## src/hdl/pmm_pkg.sv

```systemverilog
// constants, modes and register map for the power mode manager
package pmm_pkg;
  localparam int ADDR_W = 6;
  localparam logic [ADDR_W-1:0] OFF_LOCK = 6'h00;
  localparam logic [ADDR_W-1:0] OFF_CLOCK_CONTROL_REG = 6'h0c;
  localparam logic [ADDR_W-1:0] OFF_SLOW = 6'h10;
  localparam logic [ADDR_W-1:0] OFF_DIVN = 6'h14;
  localparam logic [ADDR_W-1:0] OFF_EMASK = 6'h18;
  localparam logic [ADDR_W-1:0] OFF_SOURCE_PENDING_REG = 6'h1c;
  localparam logic [ADDR_W-1:0] OFF_EPEND = 6'h20;
  localparam logic [ADDR_W-1:0] OFF_STAT2 = 6'h24;
  localparam logic [ADDR_W-1:0] OFF_SCRA = 6'h28;
  localparam logic [ADDR_W-1:0] OFF_SCRB = 6'h2c;
  localparam logic [ADDR_W-1:0] OFF_STATE = 6'h30;
  localparam logic [ADDR_W-1:0] OFF_FUNC = 6'h34;
  localparam logic [ADDR_W-1:0] OFF_GPIO = 6'h38;
  // clock control bits
  localparam int BIT_IDLE = 2;
  localparam int BIT_POFF = 3;
  // slow control bits
  localparam int SLOW_DIVIDER_FIELD_LSB = 0;
  localparam int BIT_SLOW = 4;
  localparam int BIT_MPLL_OFF = 5;
  // bus divider and status bits
  localparam int BIT_PDIV = 0;
  localparam int BIT_HDIV = 1;
  localparam int BIT_WAKE = 2;
  localparam int BIT_BATT = 24;
  localparam logic [11:0] LOCK_RST = 12'hfff;
  localparam int NIRQ = 24;
  localparam int NWAKE = 16;
  localparam int NSRC = 4;
  localparam int GPIO_W = 16;
  localparam int CLK_MHZ = 125;
  localparam int LOCK_US = 150;
  localparam int LOCK_CYC = LOCK_US * CLK_MHZ;
  localparam int WAKE_RST_CNT = 65535;
  typedef enum logic [2:0] {
    PM_NORMAL, PM_IDLE_REQ, PM_IDLE, PM_OFF, PM_WAKE_RST
  } pmm_mode_t;
endpackage

```

## src/hdl/pmm_div.sv

```systemverilog
// programmable divider making one-cycle enable pulses
`timescale 1ns/1ps
module pmm_div #(
  parameter int W = 5
) (
  input wire logic i_core_clk,
  input wire logic i_reset,
  input wire logic i_en,
  input wire logic [W-1:0] i_div,
  output logic o_tick
);
  logic [W-1:0] cnt_q;
  // a divide of 0 or 1 ticks every enabled cycle
  always_ff @(posedge i_core_clk or posedge i_reset)
  begin
    if (i_reset)
    begin
      cnt_q <= '0;
      o_tick <= 1'b0;
    end
    else if (!i_en)
      o_tick <= 1'b0;
    else if (cnt_q + W'(1) >= i_div)
    begin
      cnt_q <= '0;
      o_tick <= 1'b1;
    end
    else
    begin
      cnt_q <= cnt_q + W'(1);
      o_tick <= 1'b0;
    end
  end
endmodule

```

## src/hdl/pmm_top.sv

```systemverilog
// power mode manager: idle, slow, power-off sequencing and registers
`timescale 1ns/1ps
module pmm_top
  import pmm_pkg::*;
#(
  parameter int LOCK_CYCLES = LOCK_CYC,
  parameter int WAKE_CYCLES = WAKE_RST_CNT
) (
  input wire logic i_core_clk,
  input wire logic i_reset,
  input wire logic i_wb_cyc,
  input wire logic i_wb_stb,
  input wire logic i_wb_we,
  input wire logic [ADDR_W-1:0] i_wb_adr,
  input wire logic [3:0] i_wb_sel,
  input wire logic [31:0] i_wb_dat,
  output logic [31:0] o_wb_dat,
  output logic o_wb_ack,
  input wire logic [NIRQ-1:0] i_external_irq_pins,
  input wire logic i_rtc_alarm,
  input wire logic i_other_irq,
  input wire logic i_battery_fault_n,
  input wire logic i_idle_ack,
  input wire logic [GPIO_W-1:0] i_func_out,
  output logic o_core_clk_en,
  output logic o_bus_clk_en,
  output logic o_periph_clk_en,
  output logic o_pll_use,
  output logic o_pll_power,
  output logic o_idle_req,
  output logic o_core_power_enable,
  output logic o_core_reset,
  output logic [GPIO_W-1:0] o_pin_out
);
  logic [23:0] irq_s1_q, irq_s2_q;
  logic [1:0] alarm_s_q, batt_s_q, ack_s_q;
  logic [11:0] lock_q;
  logic [31:0] clock_control_reg_q, scra_q, scrb_q;
  logic [5:0] slow_q;
  logic [1:0] divn_q;
  logic [NIRQ-1:0] emask_q, epend_q, func_q;
  logic [NSRC:0] source_pending_reg_q;
  logic [GPIO_W-1:0] gpio_q, hold_q;
  logic wake_flag_q, locking_q, slow_clk_q;
  logic [31:0] lock_cnt_q, wake_cnt_q;
  pmm_mode_t mode_q;
  logic wr, rd_ok, core_tick, bus_tick, per_tick, half_b_q, half_p_q;
  logic [4:0] slow_div;
  logic [NWAKE-1:0] wake_src;
  logic wake_ev, any_irq, batt_ok;

  // two-stage synchronisers for pin inputs; i_other_irq is used unsynchronised
  always_ff @(posedge i_core_clk or posedge i_reset)
  begin
    if (i_reset)
    begin
      irq_s1_q <= '0;
      irq_s2_q <= '0;
      alarm_s_q <= '0;
      batt_s_q <= 2'b11;
      ack_s_q <= '0;
    end
    else
    begin
      irq_s1_q <= i_external_irq_pins;
      irq_s2_q <= irq_s1_q;
      alarm_s_q <= {alarm_s_q[0], i_rtc_alarm};
      batt_s_q <= {batt_s_q[0], i_battery_fault_n};
      ack_s_q <= {ack_s_q[0], i_idle_ack};
    end
  end

  assign batt_ok = batt_s_q[1];
  assign wr = i_wb_cyc && i_wb_stb && i_wb_we && !o_wb_ack;
  // only pins set to interrupt function may wake
  assign wake_src = irq_s2_q[NWAKE-1:0] & func_q[NWAKE-1:0];
  // battery fault masks all wake sources
  assign wake_ev = batt_ok && ((|wake_src) || alarm_s_q[1]);
  assign any_irq = (|(irq_s2_q & func_q)) || alarm_s_q[1] || i_other_irq;

  // wishbone ack: one wait-free cycle, dropped after one
  always_ff @(posedge i_core_clk or posedge i_reset)
  begin
    if (i_reset)
      o_wb_ack <= 1'b0;
    else
      o_wb_ack <= i_wb_cyc && i_wb_stb && !o_wb_ack;
  end

  // read mux; unmapped offsets read zero
  always_ff @(posedge i_core_clk or posedge i_reset)
  begin
    if (i_reset)
      o_wb_dat <= '0;
    else
    begin
      case (i_wb_adr)
        OFF_LOCK: o_wb_dat <= {20'h0, lock_q};
        OFF_CLOCK_CONTROL_REG: o_wb_dat <= clock_control_reg_q;
        OFF_SLOW: o_wb_dat <= {26'h0, slow_q};
        OFF_DIVN: o_wb_dat <= {30'h0, divn_q};
        OFF_EMASK: o_wb_dat <= {8'h0, emask_q};
        OFF_SOURCE_PENDING_REG: o_wb_dat <= {27'h0, source_pending_reg_q};
        OFF_EPEND: o_wb_dat <= {8'h0, epend_q};
        OFF_STAT2: o_wb_dat <= {29'h0, wake_flag_q, 2'h0};
        OFF_SCRA: o_wb_dat <= scra_q;
        OFF_SCRB: o_wb_dat <= scrb_q;
        OFF_STATE: o_wb_dat <= {28'h0, locking_q, 3'(mode_q)};
        OFF_FUNC: o_wb_dat <= {8'h0, func_q};
        OFF_GPIO: o_wb_dat <= {16'h0, gpio_q};
        default: o_wb_dat <= '0;
      endcase
    end
  end

  // plain config registers; idle and power-off bits self-clear
  always_ff @(posedge i_core_clk or posedge i_reset)
  begin
    if (i_reset)
    begin
      lock_q <= LOCK_RST;
      clock_control_reg_q <= '0;
      slow_q <= '0;
      divn_q <= '0;
      emask_q <= '1;
      func_q <= '0;
      gpio_q <= '0;
    end
    else
    begin
      if (wr && i_wb_adr == OFF_LOCK)
        lock_q <= i_wb_dat[11:0];
      if (wr && i_wb_adr == OFF_CLOCK_CONTROL_REG)
        clock_control_reg_q <= i_wb_dat;
      else if (mode_q != PM_NORMAL)
      begin
        clock_control_reg_q[BIT_IDLE] <= 1'b0;
        clock_control_reg_q[BIT_POFF] <= 1'b0;
      end
      if (wr && i_wb_adr == OFF_SLOW)
        slow_q <= i_wb_dat[5:0];
      if (wr && i_wb_adr == OFF_DIVN)
        divn_q <= i_wb_dat[1:0];
      if (wr && i_wb_adr == OFF_EMASK)
        emask_q <= i_wb_dat[NIRQ-1:0];
      if (wr && i_wb_adr == OFF_FUNC)
        func_q <= i_wb_dat[NIRQ-1:0];
      if (wr && i_wb_adr == OFF_GPIO)
        gpio_q <= i_wb_dat[GPIO_W-1:0];
    end
  end

  // scratch registers sit in the always-on domain
  always_ff @(posedge i_core_clk or posedge i_reset)
  begin
    if (i_reset)
    begin
      scra_q <= '0;
      scrb_q <= '0;
    end
    else
    begin
      if (wr && i_wb_adr == OFF_SCRA)
        scra_q <= i_wb_dat;
      if (wr && i_wb_adr == OFF_SCRB)
        scrb_q <= i_wb_dat;
    end
  end

  // mode sequencer
  always_ff @(posedge i_core_clk or posedge i_reset)
  begin
    if (i_reset)
      mode_q <= PM_NORMAL;
    else
    begin
      case (mode_q)
        PM_NORMAL:
          if (clock_control_reg_q[BIT_POFF])
            mode_q <= PM_OFF;
          else if (clock_control_reg_q[BIT_IDLE])
            mode_q <= PM_IDLE_REQ;
        PM_IDLE_REQ:
          if (any_irq)
            mode_q <= PM_NORMAL;
          else if (ack_s_q[1])
            mode_q <= PM_IDLE;
        PM_IDLE:
          if (any_irq)
            mode_q <= PM_NORMAL;
        PM_OFF:
          if (wake_ev)
            mode_q <= PM_WAKE_RST;
        PM_WAKE_RST:
          if (wake_cnt_q >= 32'(WAKE_CYCLES - 1))
            mode_q <= PM_NORMAL;
        default: mode_q <= PM_NORMAL;
      endcase
    end
  end

  // wake reset duration counter
  always_ff @(posedge i_core_clk or posedge i_reset)
  begin
    if (i_reset)
      wake_cnt_q <= '0;
    else if (mode_q == PM_WAKE_RST)
      wake_cnt_q <= wake_cnt_q + 32'd1;
    else
      wake_cnt_q <= '0;
  end

  // wake cause flag, set wins over clear by write-one
  always_ff @(posedge i_core_clk or posedge i_reset)
  begin
    if (i_reset)
      wake_flag_q <= 1'b0;
    else if (mode_q == PM_OFF && wake_ev)
      wake_flag_q <= 1'b1;
    else if (wr && i_wb_adr == OFF_STAT2 && i_wb_dat[BIT_WAKE])
      wake_flag_q <= 1'b0;
  end

  // pending bits: unmasked sources latch, write-one clears, set wins
  always_ff @(posedge i_core_clk or posedge i_reset)
  begin
    if (i_reset)
    begin
      source_pending_reg_q <= '0;
      epend_q <= '0;
    end
    else
    begin
      if (wr && i_wb_adr == OFF_SOURCE_PENDING_REG)
        source_pending_reg_q <= source_pending_reg_q & ~i_wb_dat[NSRC:0];
      if (wr && i_wb_adr == OFF_EPEND)
        epend_q <= epend_q & ~i_wb_dat[NIRQ-1:0];
      if (mode_q == PM_OFF && wake_ev)
      begin
        // masked sources still wake and set the wake flag but no pending bit
        source_pending_reg_q[NSRC-1:0] <= source_pending_reg_q[NSRC-1:0] |
          (wake_src[NSRC-1:0] & ~emask_q[NSRC-1:0]);
        epend_q[NWAKE-1:NSRC] <= epend_q[NWAKE-1:NSRC] |
          (wake_src[NWAKE-1:NSRC] & ~emask_q[NWAKE-1:NSRC]);
      end
      if (mode_q == PM_OFF && !batt_ok)
        source_pending_reg_q[NSRC] <= 1'b1;
    end
  end

  // pll lock interval after pll re-enable
  always_ff @(posedge i_core_clk or posedge i_reset)
  begin
    if (i_reset)
    begin
      locking_q <= 1'b0;
      lock_cnt_q <= '0;
    end
    else if (wr && i_wb_adr == OFF_SLOW && slow_q[BIT_MPLL_OFF]
             && !i_wb_dat[BIT_MPLL_OFF])
    begin
      locking_q <= 1'b1;
      lock_cnt_q <= '0;
    end
    else if (locking_q)
    begin
      lock_cnt_q <= lock_cnt_q + 32'd1;
      // register count, but never under the nominal time
      if (lock_cnt_q >= 32'(LOCK_CYCLES - 1) &&
          lock_cnt_q >= 32'(lock_q))
        locking_q <= 1'b0;
    end
  end

  // clock source select; hardware turns pll power off in power-off only
  always_ff @(posedge i_core_clk or posedge i_reset)
  begin
    if (i_reset)
    begin
      slow_clk_q <= 1'b0;
      o_pll_use <= 1'b1;
      o_pll_power <= 1'b1;
    end
    else
    begin
      o_pll_power <= !slow_q[BIT_MPLL_OFF] && mode_q != PM_OFF;
      // slow set or lock running keeps slow clock
      slow_clk_q <= slow_q[BIT_SLOW] || locking_q;
      o_pll_use <= !(slow_q[BIT_SLOW] || locking_q);
    end
  end

  // slow divider: code 0 is 1, else twice the code
  assign slow_div = (slow_q[2:0] == 3'h0) ? 5'd1 :
                    {1'b0, slow_q[2:0], 1'b0};

  pmm_div #(.W(5)) u_core_div (
    .i_core_clk(i_core_clk),
    .i_reset(i_reset),
    .i_en(slow_clk_q),
    .i_div(slow_div),
    .o_tick(core_tick)
  );

  // halving stages for bus and peripheral enables
  always_ff @(posedge i_core_clk or posedge i_reset)
  begin
    if (i_reset)
    begin
      half_b_q <= 1'b0;
      half_p_q <= 1'b0;
    end
    else
    begin
      if (core_tick)
        half_b_q <= !half_b_q;
      if (bus_tick)
        half_p_q <= !half_p_q;
    end
  end

  assign bus_tick = core_tick && (!divn_q[BIT_HDIV] || half_b_q);
  assign per_tick = bus_tick && (!divn_q[BIT_PDIV] || half_p_q);

  // clock enables; idle stops only core, bus and peripheral untouched
  always_ff @(posedge i_core_clk or posedge i_reset)
  begin
    if (i_reset)
    begin
      o_core_clk_en <= 1'b1;
      o_bus_clk_en <= 1'b1;
      o_periph_clk_en <= 1'b1;
    end
    else
    begin
      o_core_clk_en <= (slow_clk_q ? core_tick : 1'b1) &&
                       mode_q != PM_IDLE && mode_q != PM_OFF;
      o_bus_clk_en <= (slow_clk_q ? bus_tick : 1'b1) &&
                      mode_q != PM_OFF;
      o_periph_clk_en <= (slow_clk_q ? per_tick : 1'b1) &&
                         mode_q != PM_OFF;
    end
  end

  // power, reset and pin hold outputs
  always_ff @(posedge i_core_clk or posedge i_reset)
  begin
    if (i_reset)
    begin
      o_core_power_enable <= 1'b1;
      o_core_reset <= 1'b0;
      o_idle_req <= 1'b0;
      hold_q <= '0;
      o_pin_out <= '0;
    end
    else
    begin
      o_core_power_enable <= mode_q != PM_OFF;
      o_core_reset <= mode_q == PM_WAKE_RST;
      o_idle_req <= mode_q == PM_IDLE_REQ;
      if (mode_q != PM_OFF)
        hold_q <= i_func_out;
      // in power-off gpio pins drive data value, function pins hold level; otherwise all pins follow i_func_out
      o_pin_out <= (mode_q == PM_OFF) ?
        ((gpio_q & ~func_q[GPIO_W-1:0]) | (hold_q & func_q[GPIO_W-1:0]))
        : i_func_out;
    end
  end
endmodule

```

## config.mk

```make
export PLATFORM = sky130hd
export DESIGN_NAME = pmm_top
export DESIGN_NICKNAME = d
export VERILOG_FILES = /design/src/hdl/pmm_pkg.sv /design/src/hdl/pmm_div.sv /design/src/hdl/pmm_top.sv
export SDC_FILE = /design/constraint.sdc
export NUM_CORES = 1
export LEC_CHECK = 0
export BUFFER_PORTS_ARGS = -buffer_cell sky130_fd_sc_hd__buf_2
export CAP_MARGIN = 10
export CORE_UTILIZATION = 49
export CTS_CLUSTER_SIZE = 12
export DETAILED_ROUTE_END_ITERATION = 10
export PLACE_DENSITY = 0.68
export RECOVER_POWER = 50
export SYNTH_ARGS = -nofsm -noshare
export SYNTH_HDL_FRONTEND = slang
export SYNTH_SLANG_ARGS = --single-unit
```

## constraint.sdc

```tcl
create_clock -name i_core_clk -period 23.5 [get_ports i_core_clk]
set_input_delay 1.175 -clock i_core_clk [delete_from_list [all_inputs] [get_ports i_core_clk]]
set_output_delay 1.175 -clock i_core_clk [all_outputs]
set_load 0.005 [all_outputs]
```

Yosys cells after proc, flatten, opt, wreduce, memory -nomap -nowiden
Cells that the tools add are included.
- register bits: 414
- output and inout port bits: 57
- logic and storage cells: 177
- add/subtract/negate cells: 3
- order comparisons: 4
- equal/unequal tests: 23
- mux-type cells: 32
- bitwise logic cells: 16
- reductions and logical operators: 58
- operators with widths (cell ; number):
    one-hot mux 32 bit (13 select lines) ; 1
    two-way mux 32 bit ; 3
    adder 32 x 1 -> 32 bit (second input constant) ; 2
    AND 16 bit ; 3
    AND 24 bit ; 2
    equality test 6 bit (second input constant) ; 7
    >= comparator 32 x 12 -> 1 bit ; 1
    >= comparator 32 x 15 -> 1 bit (second input constant) ; 1
    >= comparator 32 x 16 -> 1 bit (second input constant) ; 1
    two-way mux 16 bit ; 2
    logical AND 1 bit ; 30
    equality test 6 x 5 -> 1 bit (second input constant) ; 4
    inverter 24 bit ; 1
    OR reduction 24 bit ; 1
    two-way mux 3 bit ; 7
    inverter 16 bit ; 1
    OR 16 bit ; 1
    OR reduction 16 bit ; 1
    one-hot mux 3 bit (5 select lines) ; 1
    AND 12 bit ; 1
    two-way mux 12 bit ; 1
    inverter 12 bit ; 1
    OR 12 bit ; 1
    nonzero test 2 bit ; 6
    24 further kinds ; 56

Depth between registers and ports, before layout
- word-level depth: 7
- depth in mapped cells: 9
- mapped depth without buffers: 8

Hierarchy
A second synthesis with hierarchy kept.
- cells, all modules: 1345
- area total of the unflattened synthesis: 17018.8 um^2
- by module, submodules not included (module ; times used ; cells each ; area each (um^2) ; seq. area each (um^2)):
    pmm_top ; 1 ; 1299 ; 16569.6 ; 10264.8
    pmm_div ; 1 ; 46 ; 449.2 ; 150.1

Worst setup path before layout
OpenSTA, ideal clock, no wires.
- kind: input to register
- start: in i_wb_adr[1]
- end: reg scrb_q[20]
- arrival: 2796 ps
- slack: 20579 ps
- stages: 6
- path through: or2_1 buf_2 or3b_4 nor3_2 buf_2 mux2_2
- longest elaborated chain between the ends: 2
- RTL lines (item ; line ; source):
    start, declared ; pmm_top.sv:14 ; input wire logic [ADDR_W-1:0] i_wb_adr,
    equality test 6 bit ; pmm_top.sv:165 ; if (wr && i_wb_adr == OFF_SCRB)
    logical AND 1 bit ; pmm_top.sv:165 ;
    end signal, assigned ; pmm_top.sv:166 ; scrb_q <= i_wb_dat;
    end, declared ; pmm_top.sv:38 ; logic [31:0] clock_control_reg_q, scra_q, scrb_q;
Every way passes these cells.
A chain may end at the register's enable or synchronous reset.

==> flow_metrics.env <==
export IMPL_maxSlewHeadroom=-1.85
export IMPL_antenna_found_initial=4
export IMPL_post_cts_resized=0
export IMPL_place_inst=1918
export IMPL_syn_nets=1474
export IMPL_fmax_ghz=0.149
export IMPL_overflow=0
export IMPL_multi_input_area_um2=6180
export IMPL_finalCritPeriodShare=0.285
export IMPL_tns_ns=0
export IMPL_synth_async_sr_flop_share=1.00
export IMPL_finalNetCount=1618
export IMPL_cts_setup_buffers=0
export IMPL_cp_start_kind="input port"
export IMPL_regArea_um2=10400
export IMPL_grt_usage=0.235
export IMPL_synth_edf_count=0
export IMPL_ir_worst_vdd_uv=78.4
export IMPL_drt_iter0_drc=915
export IMPL_worstPathArrival_ns=7.23
export IMPL_cts_buffers=45
export IMPL_cp_top_family="buffers and inverters"
export IMPL_wl_per_cell_um=20.2
export IMPL_wl_um=40600
export IMPL_place_congestion=0.865
export IMPL_powerDensity_nw_per_um2=82.4
export IMPL_cts_hold_fix_buffers=0
export IMPL_fillers=2850
export IMPL_syn_to_final_growth_pct=15.4
export IMPL_start_util=0.503
export IMPL_p_leak_nw=9.17
export IMPL_tritoncts="done"
export IMPL_root_buffer="clkbuf_16"
export IMPL_finClkSkew_ns=0.0167
export IMPL_hp_class="reg -> reg"
export IMPL_worst_pin_slew_ns=4.25
export IMPL_syn_inst=1373
export IMPL_grt_setup_unrepaired="false"
export IMPL_clk_pin_slew_worst_paths_ns=0.06
export IMPL_synth_seq_cells=414
export IMPL_die_h_um=188
export IMPL_crit_required_ns=24.04
export IMPL_crit_path_top_delay_cell="clkbuf_1"
export IMPL_crit_path_max_fanout=101
export IMPL_cp_cell_sequence="buf_2 > clkinvlp_2 > clkbuf_1 > buf_4"
export IMPL_seq_area_frac_synth=0.613
export IMPL_drive_gt1_frac=0.274
export IMPL_slew_viol_final=168
export IMPL_ctsHtreeMaxLevel=2
export IMPL_violations="capacitance limit, slew limit"
export IMPL_synth_distinct_cells=63
export IMPL_clockBufferDepth=3
export IMPL_dr_total_vias=11500
export IMPL_period_needed_ns=6.70
export IMPL_crit_buf_inv=4
export IMPL_grt_pass1_wl_um=64800
export IMPL_coreArea_um2=33800
export IMPL_drv_cap=2
export IMPL_dr_pass1_iters=5
export IMPL_avgSynthCellArea_um2=12.4
export IMPL_die_area_um2=35400
export IMPL_status="complete, but fails checks"
export IMPL_crit_path_end_kind="async pin"
export IMPL_hold_violations=0
export IMPL_port_buffers=143
export IMPL_grt_start_max_net_pins=173
export IMPL_finalSetupViolations=0
export IMPL_vias_per_cell=5.75
export IMPL_crit_type="in -> async"
export IMPL_clock_sinks=414
export IMPL_rows=67
export IMPL_clock_latency_ns=0.56
export IMPL_ys_warn_count=0
export IMPL_die_w_um=188
export IMPL_remaining_drc_errors=0
export IMPL_final_cells=2004
export IMPL_antenna_left=0
export IMPL_ios=148
export IMPL_syn_area_um2=17000
export IMPL_dp_hpwl_um=25000
export IMPL_first_global_vias=11800
export IMPL_synth_ff_type="dfrtp_1"
export IMPL_cp_slowest_stage_delay_ns=2.47
layout by cell type, fill, tap and decap left out, types with 17 or more instances in the layout:
cell type,instances
a21oi_1,36
o21ai_0,53
mux2i_1,22
buf_2,124
mux2_2,146
nor2_1,89
nand3_1,48
xor2_1,40
inv_1,31
a222oi_1,17
dfstp_2,44
xnor2_1,21
nand4_1,27
nand2_1,126
nor3_1,20
clkbuf_16,46
a22oi_1,68
clkbuf_1,36
dfrtp_1,370
where the power goes:
part	switching (W)	leakage, nW	internal (W)	total, W
sequential	0.0000259	5.32	0.000761	0.000786
combinational	0.0000779	3.13	0.0000452	0.000123
clock	0.000281	0.723	0.000423	0.000705
total	0.000385	9.17	0.00123	0.00161
cell usage after synthesis, drive strengths merged, types with 12 or more instances:
cell	n	area share
dfrtp	370	0.55
mux2	154	0.10
nand2	131	0.030
nor2	92	0.021
a22oi	68	0.030
o21ai	53	0.016
nand3	48	0.014
dfstp	44	0.068
xor2	40	0.021
a21oi	36	0.011
clkbuf	36	0.0080
inv	32	0.0071
buf	27	0.0094
nand4	27	0.0099
nor3	26	0.011
mux2i	22	0.013
xnor2	21	0.011
a222oi	17	0.010
a21boi	12	0.0053
area by class of cell:
class	count	area share
flip-flops and latches	414	0.531
multi-input cells	864	0.315
clock buffers	69	0.0677
repair buffers	160	0.0417
well taps	448	0.0286
clock inverters	11	0.00843
inverters	32	0.00619
diodes	6	0.000766
layer usage:
metal	global-route usage	up-vias	share of wire
met2	0.374	361	0.48
met4	0.0804	2	0.026
met1	0.327	5887	0.44
li1	-	5190	-
met5	0	-	0.00032
met3	0.0380	85	0.055
logic make-up after synthesis:
group,count (synthesis),share of synthesized area
DFF,414,0.613
and+or+nand+nor,396,0.118
AOI/OAI and AO/OA,219,0.0869
muxes,178,0.119
buffers and inverters,95,0.0245
xor gates and xnor gates,61,0.0315
adders and majority gates,10,0.00737
sequential cells by signal, summed over array words and instances (netlist names), 32 cells and up:
signal	count
clock_control_reg_q	32
scrb_q	32
wake_cnt_q	32
lock_cnt_q	32
o_wb_dat	32
scra_q	32
per-stage QoR:
step | hold WS, ns | worst slack, ns | power [W] | util | area [um^2]
finish | 0.342 | 16.80 | 0.00161 | 0.580 | 19600
detailed placement | 0.335 | 19.51 | 0.000924 | 0.537 | 18100
CTS | 0.345 | 20.09 | 0.00163 | 0.581 | 19600
floorplan | 0.331 | 10.88 | 0.000868 | - | 17000
global placement | 0.334 | 19.53 | 0.000918 | 0.537 | 18100
global route | 0.348 | 15.47 | 0.00168 | 0.580 | 19600
final timing paths:
check	from	endpoint	slack, ns	cells past startpoint
min reg2reg	irq_s1_q[23]$_DFF_PP0_	irq_s2_q[23]$_DFF_PP0_	0.34	0
min in group asynchronous	i_reset	hold_q[8]$_DFFE_PP0N_	1.88	2
max	i_reset	ack_s_q[1]$_DFF_PP0_	16.80	4
max in group i_core_clk	mode_q[0]$_DFFE_PP0P_	o_pin_out[4]$_DFF_PP0_	19.99	6
min	irq_s1_q[23]$_DFF_PP0_	irq_s2_q[23]$_DFF_PP0_	0.34	0
max reg2reg	mode_q[0]$_DFFE_PP0P_	o_pin_out[4]$_DFF_PP0_	19.99	6
Power figures use the tool's default switching activity.
